### src/fp_mul_cmp_pkg.sv
package fp_mul_cmp_pkg;

  // ----------------------------------------------------------------
  // operation codes and timing
  // ----------------------------------------------------------------
  localparam logic [7:0] OP_MUL = 8'h1C;
  localparam logic [7:0] OP_MUL_FLAGS = 8'h8F;
  localparam logic [7:0] OP_LESS_FLAGS = 8'h91;
  localparam int MUL_LATENCY = 3;
  localparam int CMP_LATENCY = 1;
  localparam int LANES = 2;
  localparam int CMP_LANE = 1;

  // ----------------------------------------------------------------
  // exception vector bit positions (same layout as status word)
  // ----------------------------------------------------------------
  localparam int FLAG_W = 7;
  localparam int INEXACT_BIT = 1;
  localparam int UNDERFLOW_BIT = 2;
  localparam int OVERFLOW_BIT = 3;
  localparam int INVALID_BIT = 4;
  localparam int IFZ_BIT = 5;
  localparam int OFZ_BIT = 6;
  localparam logic [FLAG_W-1:0] FLAG_MASK = 7'h7E;
  localparam logic [FLAG_W-1:0] FLAGS_RST = 7'h00;

  // ----------------------------------------------------------------
  // float patterns and exponent limits
  // ----------------------------------------------------------------
  localparam logic [31:0] QNAN_PAT = 32'hFFFFFFFF;
  localparam logic [30:0] INF_MAG = 31'h7F800000;
  localparam logic [30:0] MAX_MAG = 31'h7F7FFFFF;
  localparam logic signed [10:0] EXP_BIAS = 11'sd127;
  localparam logic signed [10:0] EXP_MAX = 11'sd255;
  localparam logic signed [10:0] OFZ_LIMIT = -11'sd24;

  // ----------------------------------------------------------------
  // status word register
  // ----------------------------------------------------------------
  typedef enum logic [1:0] {RM_NEAREST = 2'h0, RM_ZERO = 2'h1, RM_POS = 2'h2,
                            RM_NEG = 2'h3} round_mode_t;
  localparam int AXI_ADDR_W = 8;
  localparam logic [AXI_ADDR_W-1:0] STATUS_WORD_OFS = 8'h00;
  localparam logic [AXI_ADDR_W-1:0] PIPE_STATE_OFS = 8'h04;
  localparam int RM_POS_LSB = 8;
  localparam logic [1:0] RM_RST = 2'h0;
  localparam logic [1:0] RESP_OKAY = 2'h0;
  localparam logic [1:0] RESP_SLVERR = 2'h2;

endpackage : fp_mul_cmp_pkg

### src/fp_multiply_compare_flags.sv
`timescale 1ns/1ps
module fp_multiply_compare_flags
  import fp_mul_cmp_pkg::*;
#(
  parameter int DEST_W = 7
)(
  input wire logic sys_clk,
  input wire logic sys_rst,
  // issue side: lane 0 is slot 2, lane 1 is slot 3
  input wire logic [LANES-1:0] issueValid,
  input wire logic [LANES-1:0][7:0] issueOpCode,
  input wire logic [LANES-1:0] issueGuard,
  input wire logic [LANES-1:0][31:0] firstSource,
  input wire logic [LANES-1:0][31:0] secondSource,
  input wire logic [LANES-1:0][DEST_W-1:0] issueDest,
  // multiply unit write-back, one per lane
  output logic [LANES-1:0] wbValid,
  output logic [LANES-1:0][31:0] wbData,
  output logic [LANES-1:0][DEST_W-1:0] wbDest,
  // compare unit write-back
  output logic cmpValid,
  output logic [31:0] cmpData,
  output logic [DEST_W-1:0] cmpDest,
  // status word flags as seen by the core
  output logic [FLAG_W-1:0] procStatusFlags,
  // axi4-lite register slave
  input wire logic awvalid,
  output logic awready,
  input wire logic [AXI_ADDR_W-1:0] awaddr,
  input wire logic wvalid,
  output logic wready,
  input wire logic [31:0] wdata,
  input wire logic [3:0] wstrb,
  output logic bvalid,
  input wire logic bready,
  output logic [1:0] bresp,
  input wire logic arvalid,
  output logic arready,
  input wire logic [AXI_ADDR_W-1:0] araddr,
  output logic rvalid,
  input wire logic rready,
  output logic [31:0] rdata,
  output logic [1:0] rresp
);

  // ----------------------------------------------------------------
  // functions
  // ----------------------------------------------------------------
  function automatic logic is_denorm(input logic [31:0] x);
    is_denorm = (x[30:23] == 8'h00) && (x[22:0] != 23'h0);
  endfunction : is_denorm

  function automatic logic is_nan(input logic [31:0] x);
    is_nan = (x[30:23] == 8'hFF) && (x[22:0] != 23'h0);
  endfunction : is_nan

  // returns {flags, result}; denormal inputs count as zero
  function automatic logic [FLAG_W+31:0] fp_mul(input logic [31:0] a,
                                                input logic [31:0] b,
                                                input logic [1:0] rm);
    logic sr;
    logic zA;
    logic zB;
    logic infA;
    logic infB;
    logic inc;
    logic grd;
    logic stk;
    logic [47:0] p;
    logic [24:0] m;
    logic signed [10:0] e;
    logic [FLAG_W-1:0] fl;
    logic [31:0] res;
    sr = a[31] ^ b[31];
    zA = (a[30:23] == 8'h00);
    zB = (b[30:23] == 8'h00);
    infA = (a[30:0] == INF_MAG);
    infB = (b[30:0] == INF_MAG);
    inc = 1'b0;
    grd = 1'b0;
    stk = 1'b0;
    p = '0;
    m = '0;
    e = '0;
    fl = '0;
    res = '0;
    if (is_nan(a) || is_nan(b))
    begin
      res = QNAN_PAT;
      fl[INVALID_BIT] = (is_nan(a) && !a[22]) || (is_nan(b) && !b[22]);
    end
    else if ((infA && zB) || (infB && zA))
    begin
      res = QNAN_PAT;
      fl[INVALID_BIT] = 1'b1;
    end
    else if (infA || infB)
      res = {sr, INF_MAG};
    else if (zA || zB)
      res = {sr, 31'h0};
    else
    begin
      p = {1'b1, a[22:0]} * {1'b1, b[22:0]};
      e = $signed({3'b000, a[30:23]}) + $signed({3'b000, b[30:23]}) - EXP_BIAS;
      if (p[47])
        e = e + 11'sd1;
      else
        p = {p[46:0], 1'b0};
      grd = p[23];
      stk = |p[22:0];
      // rounding follows the status word mode
      case (rm)
        RM_NEAREST: inc = grd && (stk || p[24]);
        RM_ZERO: inc = 1'b0;
        RM_POS: inc = !sr && (grd || stk);
        RM_NEG: inc = sr && (grd || stk);
        default: inc = 1'b0;
      endcase
      m = {1'b0, p[47:24]} + {24'h0, inc};
      if (m[24])
      begin
        e = e + 11'sd1;
        m = {1'b0, m[24:1]};
      end
      if (e >= EXP_MAX)
      begin
        fl[OVERFLOW_BIT] = 1'b1;
        fl[INEXACT_BIT] = 1'b1;
        if (rm == RM_ZERO || (rm == RM_POS && sr) || (rm == RM_NEG && !sr))
          res = {sr, MAX_MAG};
        else
          res = {sr, INF_MAG};
      end
      else if (e <= 11'sd0)
      begin
        // flushed tiny results are never exact
        res = {sr, 31'h0};
        fl[UNDERFLOW_BIT] = 1'b1;
        fl[INEXACT_BIT] = 1'b1;
        fl[OFZ_BIT] = (e > OFZ_LIMIT);
      end
      else
      begin
        res = {sr, e[7:0], m[22:0]};
        fl[INEXACT_BIT] = grd || stk;
      end
    end
    fl[IFZ_BIT] = is_denorm(a) || is_denorm(b);
    fp_mul = {fl & FLAG_MASK, res};
  endfunction : fp_mul

  // flags of an ordered greater-than compare x > y
  function automatic logic [FLAG_W-1:0] gtr_flags(input logic [31:0] x,
                                                  input logic [31:0] y);
    logic [FLAG_W-1:0] fl;
    fl = '0;
    fl[INVALID_BIT] = is_nan(x) || is_nan(y);
    fl[IFZ_BIT] = is_denorm(x) || is_denorm(y);
    gtr_flags = fl;
  endfunction : gtr_flags

  // ----------------------------------------------------------------
  // declarations
  // ----------------------------------------------------------------
  logic [FLAG_W-1:0] flags_r;
  logic [FLAG_W-1:0] flags_nxt;
  logic [1:0] roundMode_r;
  logic [LANES-1:0] mulGo;
  logic [LANES-1:0] isFlagsOp;
  logic cmpGo;
  logic [FLAG_W+31:0] mulOut [LANES];
  logic [LANES-1:0] s1Valid_r;
  logic [LANES-1:0] s1FlagsOnly_r;
  logic [31:0] s1Res_r [LANES];
  logic [FLAG_W-1:0] s1Flags_r [LANES];
  logic [DEST_W-1:0] s1Dest_r [LANES];
  logic [LANES-1:0] s2Valid_r;
  logic [LANES-1:0] s2FlagsOnly_r;
  logic [31:0] s2Res_r [LANES];
  logic [FLAG_W-1:0] s2Flags_r [LANES];
  logic [DEST_W-1:0] s2Dest_r [LANES];
  logic awHeld_r;
  logic wHeld_r;
  logic [AXI_ADDR_W-1:0] awAddr_r;
  logic [31:0] wData_r;
  logic [3:0] wStrb_r;
  logic statusWrite;

  // ----------------------------------------------------------------
  // issue decode
  // ----------------------------------------------------------------
  // a false guard keeps the op out of the pipe, so nothing is written
  always_comb
  begin
    for (int i = 0; i < LANES; i++)
    begin
      isFlagsOp[i] = (issueOpCode[i] == OP_MUL_FLAGS);
      mulGo[i] = issueValid[i] && issueGuard[i] &&
                 (issueOpCode[i] == OP_MUL || isFlagsOp[i]);
      mulOut[i] = fp_mul(firstSource[i], secondSource[i], roundMode_r);
    end
  end

  // compare is only decoded in the slot 3 lane
  assign cmpGo = issueValid[CMP_LANE] && issueGuard[CMP_LANE] &&
                 (issueOpCode[CMP_LANE] == OP_LESS_FLAGS);

  // ----------------------------------------------------------------
  // multiply pipeline, three stages
  // ----------------------------------------------------------------
  always_ff @(posedge sys_clk)
  begin
    if (sys_rst)
    begin
      s1Valid_r <= '0;
      s2Valid_r <= '0;
      wbValid <= '0;
    end
    else
    begin
      s1Valid_r <= mulGo;
      s2Valid_r <= s1Valid_r;
      wbValid <= s2Valid_r;
    end
  end

  // payload carries no reset; valid bits qualify it
  always_ff @(posedge sys_clk)
  begin
    for (int i = 0; i < LANES; i++)
    begin
      s1Res_r[i] <= mulOut[i][31:0];
      s1Flags_r[i] <= mulOut[i][FLAG_W+31:32];
      s1FlagsOnly_r[i] <= isFlagsOp[i];
      s1Dest_r[i] <= issueDest[i];
      s2Res_r[i] <= s1Res_r[i];
      s2Flags_r[i] <= s1Flags_r[i];
      s2FlagsOnly_r[i] <= s1FlagsOnly_r[i];
      s2Dest_r[i] <= s1Dest_r[i];
    end
  end

  // write-back registers; flags ops return the vector, upper bits zero
  always_ff @(posedge sys_clk)
  begin
    if (sys_rst)
    begin
      wbData <= '0;
      wbDest <= '0;
    end
    else
    begin
      for (int i = 0; i < LANES; i++)
      begin
        if (s2Valid_r[i])
        begin
          wbDest[i] <= s2Dest_r[i];
          if (s2FlagsOnly_r[i])
            wbData[i] <= {25'h0, s2Flags_r[i]};
          else
            wbData[i] <= s2Res_r[i];
        end
      end
    end
  end

  // ----------------------------------------------------------------
  // compare-flags unit, one stage
  // ----------------------------------------------------------------
  // less-than runs as greater-than on swapped operands
  always_ff @(posedge sys_clk)
  begin
    if (sys_rst)
    begin
      cmpValid <= 1'b0;
      cmpData <= '0;
      cmpDest <= '0;
    end
    else
    begin
      cmpValid <= cmpGo;
      if (cmpGo)
      begin
        cmpData <= {25'h0, gtr_flags(secondSource[CMP_LANE],
                                     firstSource[CMP_LANE])};
        cmpDest <= issueDest[CMP_LANE];
      end
    end
  end

  // ----------------------------------------------------------------
  // status word flags
  // ----------------------------------------------------------------
  // flags land on the edge that loads wbValid; a hardware set beats a
  // same-cycle software clear, and flags-only ops never touch them
  always_comb
  begin
    flags_nxt = flags_r;
    if (statusWrite && wStrb_r[0])
      flags_nxt = wData_r[FLAG_W-1:0] & FLAG_MASK;
    for (int i = 0; i < LANES; i++)
    begin
      if (s2Valid_r[i] && !s2FlagsOnly_r[i])
        flags_nxt = flags_nxt | s2Flags_r[i];
    end
  end

  always_ff @(posedge sys_clk)
  begin
    if (sys_rst)
      flags_r <= FLAGS_RST;
    else
      flags_r <= flags_nxt;
  end

  assign procStatusFlags = flags_r;

  always_ff @(posedge sys_clk)
  begin
    if (sys_rst)
      roundMode_r <= RM_RST;
    else if (statusWrite && wStrb_r[1])
      roundMode_r <= wData_r[RM_POS_LSB+1:RM_POS_LSB];
  end

  // ----------------------------------------------------------------
  // axi4-lite write channel
  // ----------------------------------------------------------------
  // address and data are caught in either order; one write at a time
  assign statusWrite = awHeld_r && wHeld_r && !bvalid &&
                       (awAddr_r == STATUS_WORD_OFS);

  always_ff @(posedge sys_clk)
  begin
    if (sys_rst)
    begin
      awHeld_r <= 1'b0;
      wHeld_r <= 1'b0;
      awready <= 1'b1;
      wready <= 1'b1;
      awAddr_r <= '0;
      wData_r <= '0;
      wStrb_r <= '0;
      bvalid <= 1'b0;
      bresp <= RESP_OKAY;
    end
    else
    begin
      if (awvalid && awready)
      begin
        awHeld_r <= 1'b1;
        awready <= 1'b0;
        awAddr_r <= awaddr;
      end
      if (wvalid && wready)
      begin
        wHeld_r <= 1'b1;
        wready <= 1'b0;
        wData_r <= wdata;
        wStrb_r <= wstrb;
      end
      if (awHeld_r && wHeld_r && !bvalid)
      begin
        bvalid <= 1'b1;
        bresp <= (awAddr_r == STATUS_WORD_OFS) ? RESP_OKAY : RESP_SLVERR;
      end
      if (bvalid && bready)
      begin
        bvalid <= 1'b0;
        awHeld_r <= 1'b0;
        wHeld_r <= 1'b0;
        awready <= 1'b1;
        wready <= 1'b1;
      end
    end
  end

  // ----------------------------------------------------------------
  // axi4-lite read channel
  // ----------------------------------------------------------------
  always_ff @(posedge sys_clk)
  begin
    if (sys_rst)
    begin
      arready <= 1'b1;
      rvalid <= 1'b0;
      rdata <= '0;
      rresp <= RESP_OKAY;
    end
    else if (arvalid && arready)
    begin
      arready <= 1'b0;
      rvalid <= 1'b1;
      rresp <= RESP_OKAY;
      case (araddr)
        STATUS_WORD_OFS: rdata <= {22'h0, roundMode_r, 1'b0, flags_r};
        PIPE_STATE_OFS: rdata <= {25'h0, cmpValid, wbValid, s2Valid_r, s1Valid_r};
        default:
        begin
          rdata <= '0;
          rresp <= RESP_SLVERR;
        end
      endcase
    end
    else if (rvalid && rready)
    begin
      rvalid <= 1'b0;
      arready <= 1'b1;
    end
  end
endmodule : fp_multiply_compare_flags

### config.mk
export PLATFORM = sky130hd
export DESIGN_NAME = fp_multiply_compare_flags
export DESIGN_NICKNAME = d
export VERILOG_FILES = /design/src/fp_mul_cmp_pkg.sv /design/src/fp_multiply_compare_flags.sv
export SDC_FILE = /design/constraint.sdc
export NUM_CORES = 2
export LEC_CHECK = 0
export ABC_AREA = 1
export BUFFER_PORTS_ARGS = -buffer_cell sky130_fd_sc_hd__buf_2
export CORE_MARGIN = 4
export CORE_UTILIZATION = 60
export CTS_CLUSTER_SIZE = 8
export DETAILED_ROUTE_END_ITERATION = 8
export PLACE_DENSITY = 0.79
export SLEW_MARGIN = 20
export SYNTH_ARGS = -nofsm -noshare
export SYNTH_HDL_FRONTEND = slang
export SYNTH_SLANG_ARGS = --single-unit
### constraint.sdc
create_clock -name sys_clk -period 20.3 [get_ports sys_clk]
set_input_delay 2.03 -clock sys_clk [delete_from_list [all_inputs] [get_ports sys_clk]]
set_output_delay 2.03 -clock sys_clk [all_outputs]
set_load 0.01 [all_outputs]
==> impl_metrics.env <==
export IMPL_ant_nets=0
export IMPL_routed_via_density=5.29
export IMPL_coreArea_um2=95300
export IMPL_ys_ff_latch=322
export IMPL_finalClockSkew_ns=0.0189
export IMPL_avgRoutedWirePerCell_um=16.6
export IMPL_cts_tree="built"
export IMPL_synthArstFlopShare_pct=0
export IMPL_min_period_over_period_pct=59.9
export IMPL_syn_inst=8238
export IMPL_dp_hpwl_mm=129
export IMPL_grt_pass1_wl_mm=262
export IMPL_die_area_um2=101000
export IMPL_numCtsBuffers=46
export IMPL_place_area_um2=59400
export IMPL_slowest_stage="nor2_1"
export IMPL_netlist_area_um2=57800
export IMPL_start_kind="input port"
export IMPL_post_cts_resized=0
export IMPL_arrival_ns=12.57
export IMPL_highest_layer="met5"
export IMPL_die_h_um=318
export IMPL_synth_edf_count=0
export IMPL_antenna_found_initial=13
export IMPL_setup_viol_count_final=0
export IMPL_crit_required_ns=20.71
export IMPL_routed_wl_mm=159
export IMPL_cp_max_fo=50
export IMPL_ys_seq_area_share_pct=11.2
export IMPL_worst_setup_path_end_kind="flop"
export IMPL_holdWs_ns=0.314
export IMPL_num_vias=50600
export IMPL_worstMarginPinSlew_ns=0.936
export IMPL_yosys_top_cells_area="fa_1 33%, nand2_1 17%, inv_1 14%"
export IMPL_synth_area_leader_cell="fa_1"
export IMPL_clock_root_buffer="clkbuf_16"
export IMPL_synth_common_cells="2,617 x nand2_1, 2,149 x inv_1, 966 x fa_1, 398 x nor2_1, 386 x ha_1"
export IMPL_fin_area_um2=60700
export IMPL_clk_latency_ns=0.54
export IMPL_slowest_delay_ns=0.67
export IMPL_first_iter_violations=3784
export IMPL_cts_setup_buffers=0
export IMPL_htree_num_levels=2
export IMPL_yosysTopAreaCellShare_pct=33.5
export IMPL_grt_remaining_overflow=0
export IMPL_fin_nets=9870
export IMPL_maxSlewViolCount=0
export IMPL_status="completed"
export IMPL_io_pins=389
export IMPL_grt_pass1_vias=52102
export IMPL_clkSlewWorstSetupHoldPaths_ns=0.05
export IMPL_cts_hold_buffers_added=0
export IMPL_clk_path_buf_depth=3
export IMPL_port_buffers=306
export IMPL_die_w_um=318
export IMPL_synthFlopType="dfxtp_1"
export IMPL_dr_pass1_iters=7
export IMPL_start_util_pct=60.6
export IMPL_final_hold_viol_count=0
export IMPL_crit_top_cell="nand2_1"
export IMPL_min_path_type="reg -> reg"
export IMPL_gp_congestion=0.982
export IMPL_wl_met3_mm=11.6
export IMPL_grt_max_degree=78
export IMPL_wl_met2_mm=79.0
export IMPL_path_class="in -> reg"
export IMPL_rsz0062_at_grt="false"
export IMPL_grt_total_usage_pct=31.6
export IMPL_drcViolationCount=0
export IMPL_rows=113
export IMPL_cts_sinks=322
export IMPL_avgSynthCellArea_um2=7.01
export IMPL_cap_violations=0
export IMPL_setup_tns_ns=0
export IMPL_met1_length_mm=62.1
export IMPL_max_freq_mhz=82.2
export IMPL_max_slew_margin_rel_pct=37.5
export IMPL_fill_cells=8498
export IMPL_yosysMostFrequentCell="nand2_1"
export IMPL_drive_above_1_share_pct=5.53
export IMPL_syn2layout_area_growth_pct=5.04
export IMPL_synth_warnings=0
export IMPL_period_needed_ns=12.17
export IMPL_synth_cell_types=55
==> metal layers <==
layer | vias up | GRT usage, %
met5 | - | 0
met4 | 10 | 11.1
met3 | 441 | 4.42
met2 | 1980 | 55.9
met1 | 24366 | 39.6
li1 | 23803 | -
==> layout make-up <==
type / instances / area (um2) / area share, %
Sequential cell: 322 / 6450 / 10.6
Multi-Input combinational cell: 5443 / 41700 / 68.7
Clock buffer: 47 / 1180 / 1.94
Clock inverter: 3 / 37.5 / 0.0619
Tap cell: 1265 / 1580 / 2.61
Timing Repair Buffer: 317 / 1620 / 2.67
Antenna cell: 5 / 12.5 / 0.0206
Inverter: 2167 / 8130 / 13.4
==> final timing paths <==
kind	startpoint	endpoint	slack [ns]	cells after the start
max reg2reg	roundMode_r[1]$_SDFFE_PP0P_	s1Res_r[0][52]$_SDFF_PP1_	15.97	19
min reg2reg	s1Flags_r[0][7]$_SDFF_PP0_	s2Flags_r[0][9]$_DFF_P_	0.31	0
max	firstSource[49]	s1Res_r[0][52]$_SDFF_PP1_	8.13	42
min	s1Flags_r[0][7]$_SDFF_PP0_	s2Flags_r[0][9]$_DFF_P_	0.31	0
==> cells by family after synthesis <==
family,share of synthesized area (%)
adder cells (fa/ha/maj),41.8
AND/OR/NAND/NOR,25.4
multiplexers,0.0173
flip-flops,11.2
XOR/XNOR,1.27
other,0.00649
AO/OA/AOI/OAI,3.26
buffers and inverters,17.1
==> per-stage QoR <==
step	utilization [%]	instances	worst slack (ns)
5_1_grt	63.7	9565	7.28
6_report	63.7	9569	8.13
2_1_floorplan	-	8293	9.64
3_5_place_dp	62.4	9513	7.60
4_1_cts	63.6	9563	8.07
3_3_place_gp	62.4	9513	7.69
==> layout by cell type, fill, tap and decap left out, types with 7 or more instances in the layout <==
cell type  count
fa_1         966
nor2_2        25
buf_4         10
xor2_1        45
inv_2         13
nor2_1       398
a21oi_1      171
o21ai_1       13
dfxtp_1      322
nand4_1       80
nand2_2       18
or2_2          8
buf_2        306
conb_1        56
clkbuf_16     47
o21ai_0      104
nand3b_1       8
nor3_1        40
nand2_1     2617
ha_1         386
nand3_1      346
xnor2_1       39
inv_1       2149
nand3_2        7
nor4_1        40
o21bai_1      11
==> worst max-delay path: cells and delay by family <==
family                   cells  cell delay [ns]
AND/OR/NAND/NOR             20             3.65
buffers and inverters        8             1.16
adder cells (fa/ha/maj)     10             4.42
AO/OA/AOI/OAI                4             1.25
==> state kept, by name, summed over array words and instances, names as in the netlist, 2 cells and up <==
| name | cells |
|---|---|
| wbData | 64 |
| cmpData | 2 |
| s1Valid_r | 2 |
| s1FlagsOnly_r | 2 |
| s2Flags_r | 12 |
| awAddr_r | 8 |
| s1Res_r | 64 |
| s2Valid_r | 2 |
| cmpDest | 7 |
| wbValid | 2 |
| procStatusFlags | 6 |
| roundMode_r | 2 |
| s2Res_r | 64 |
| s1Dest_r | 14 |
| s1Flags_r | 12 |
| wData_r | 8 |
| wbDest | 14 |
| s2FlagsOnly_r | 2 |
| rdata | 9 |
| s2Dest_r | 14 |
| wStrb_r | 2 |
Power is left out: the tool's default activity adds up to more than one toggle a clock period on the data nets, which glitch-free logic cannot reach.
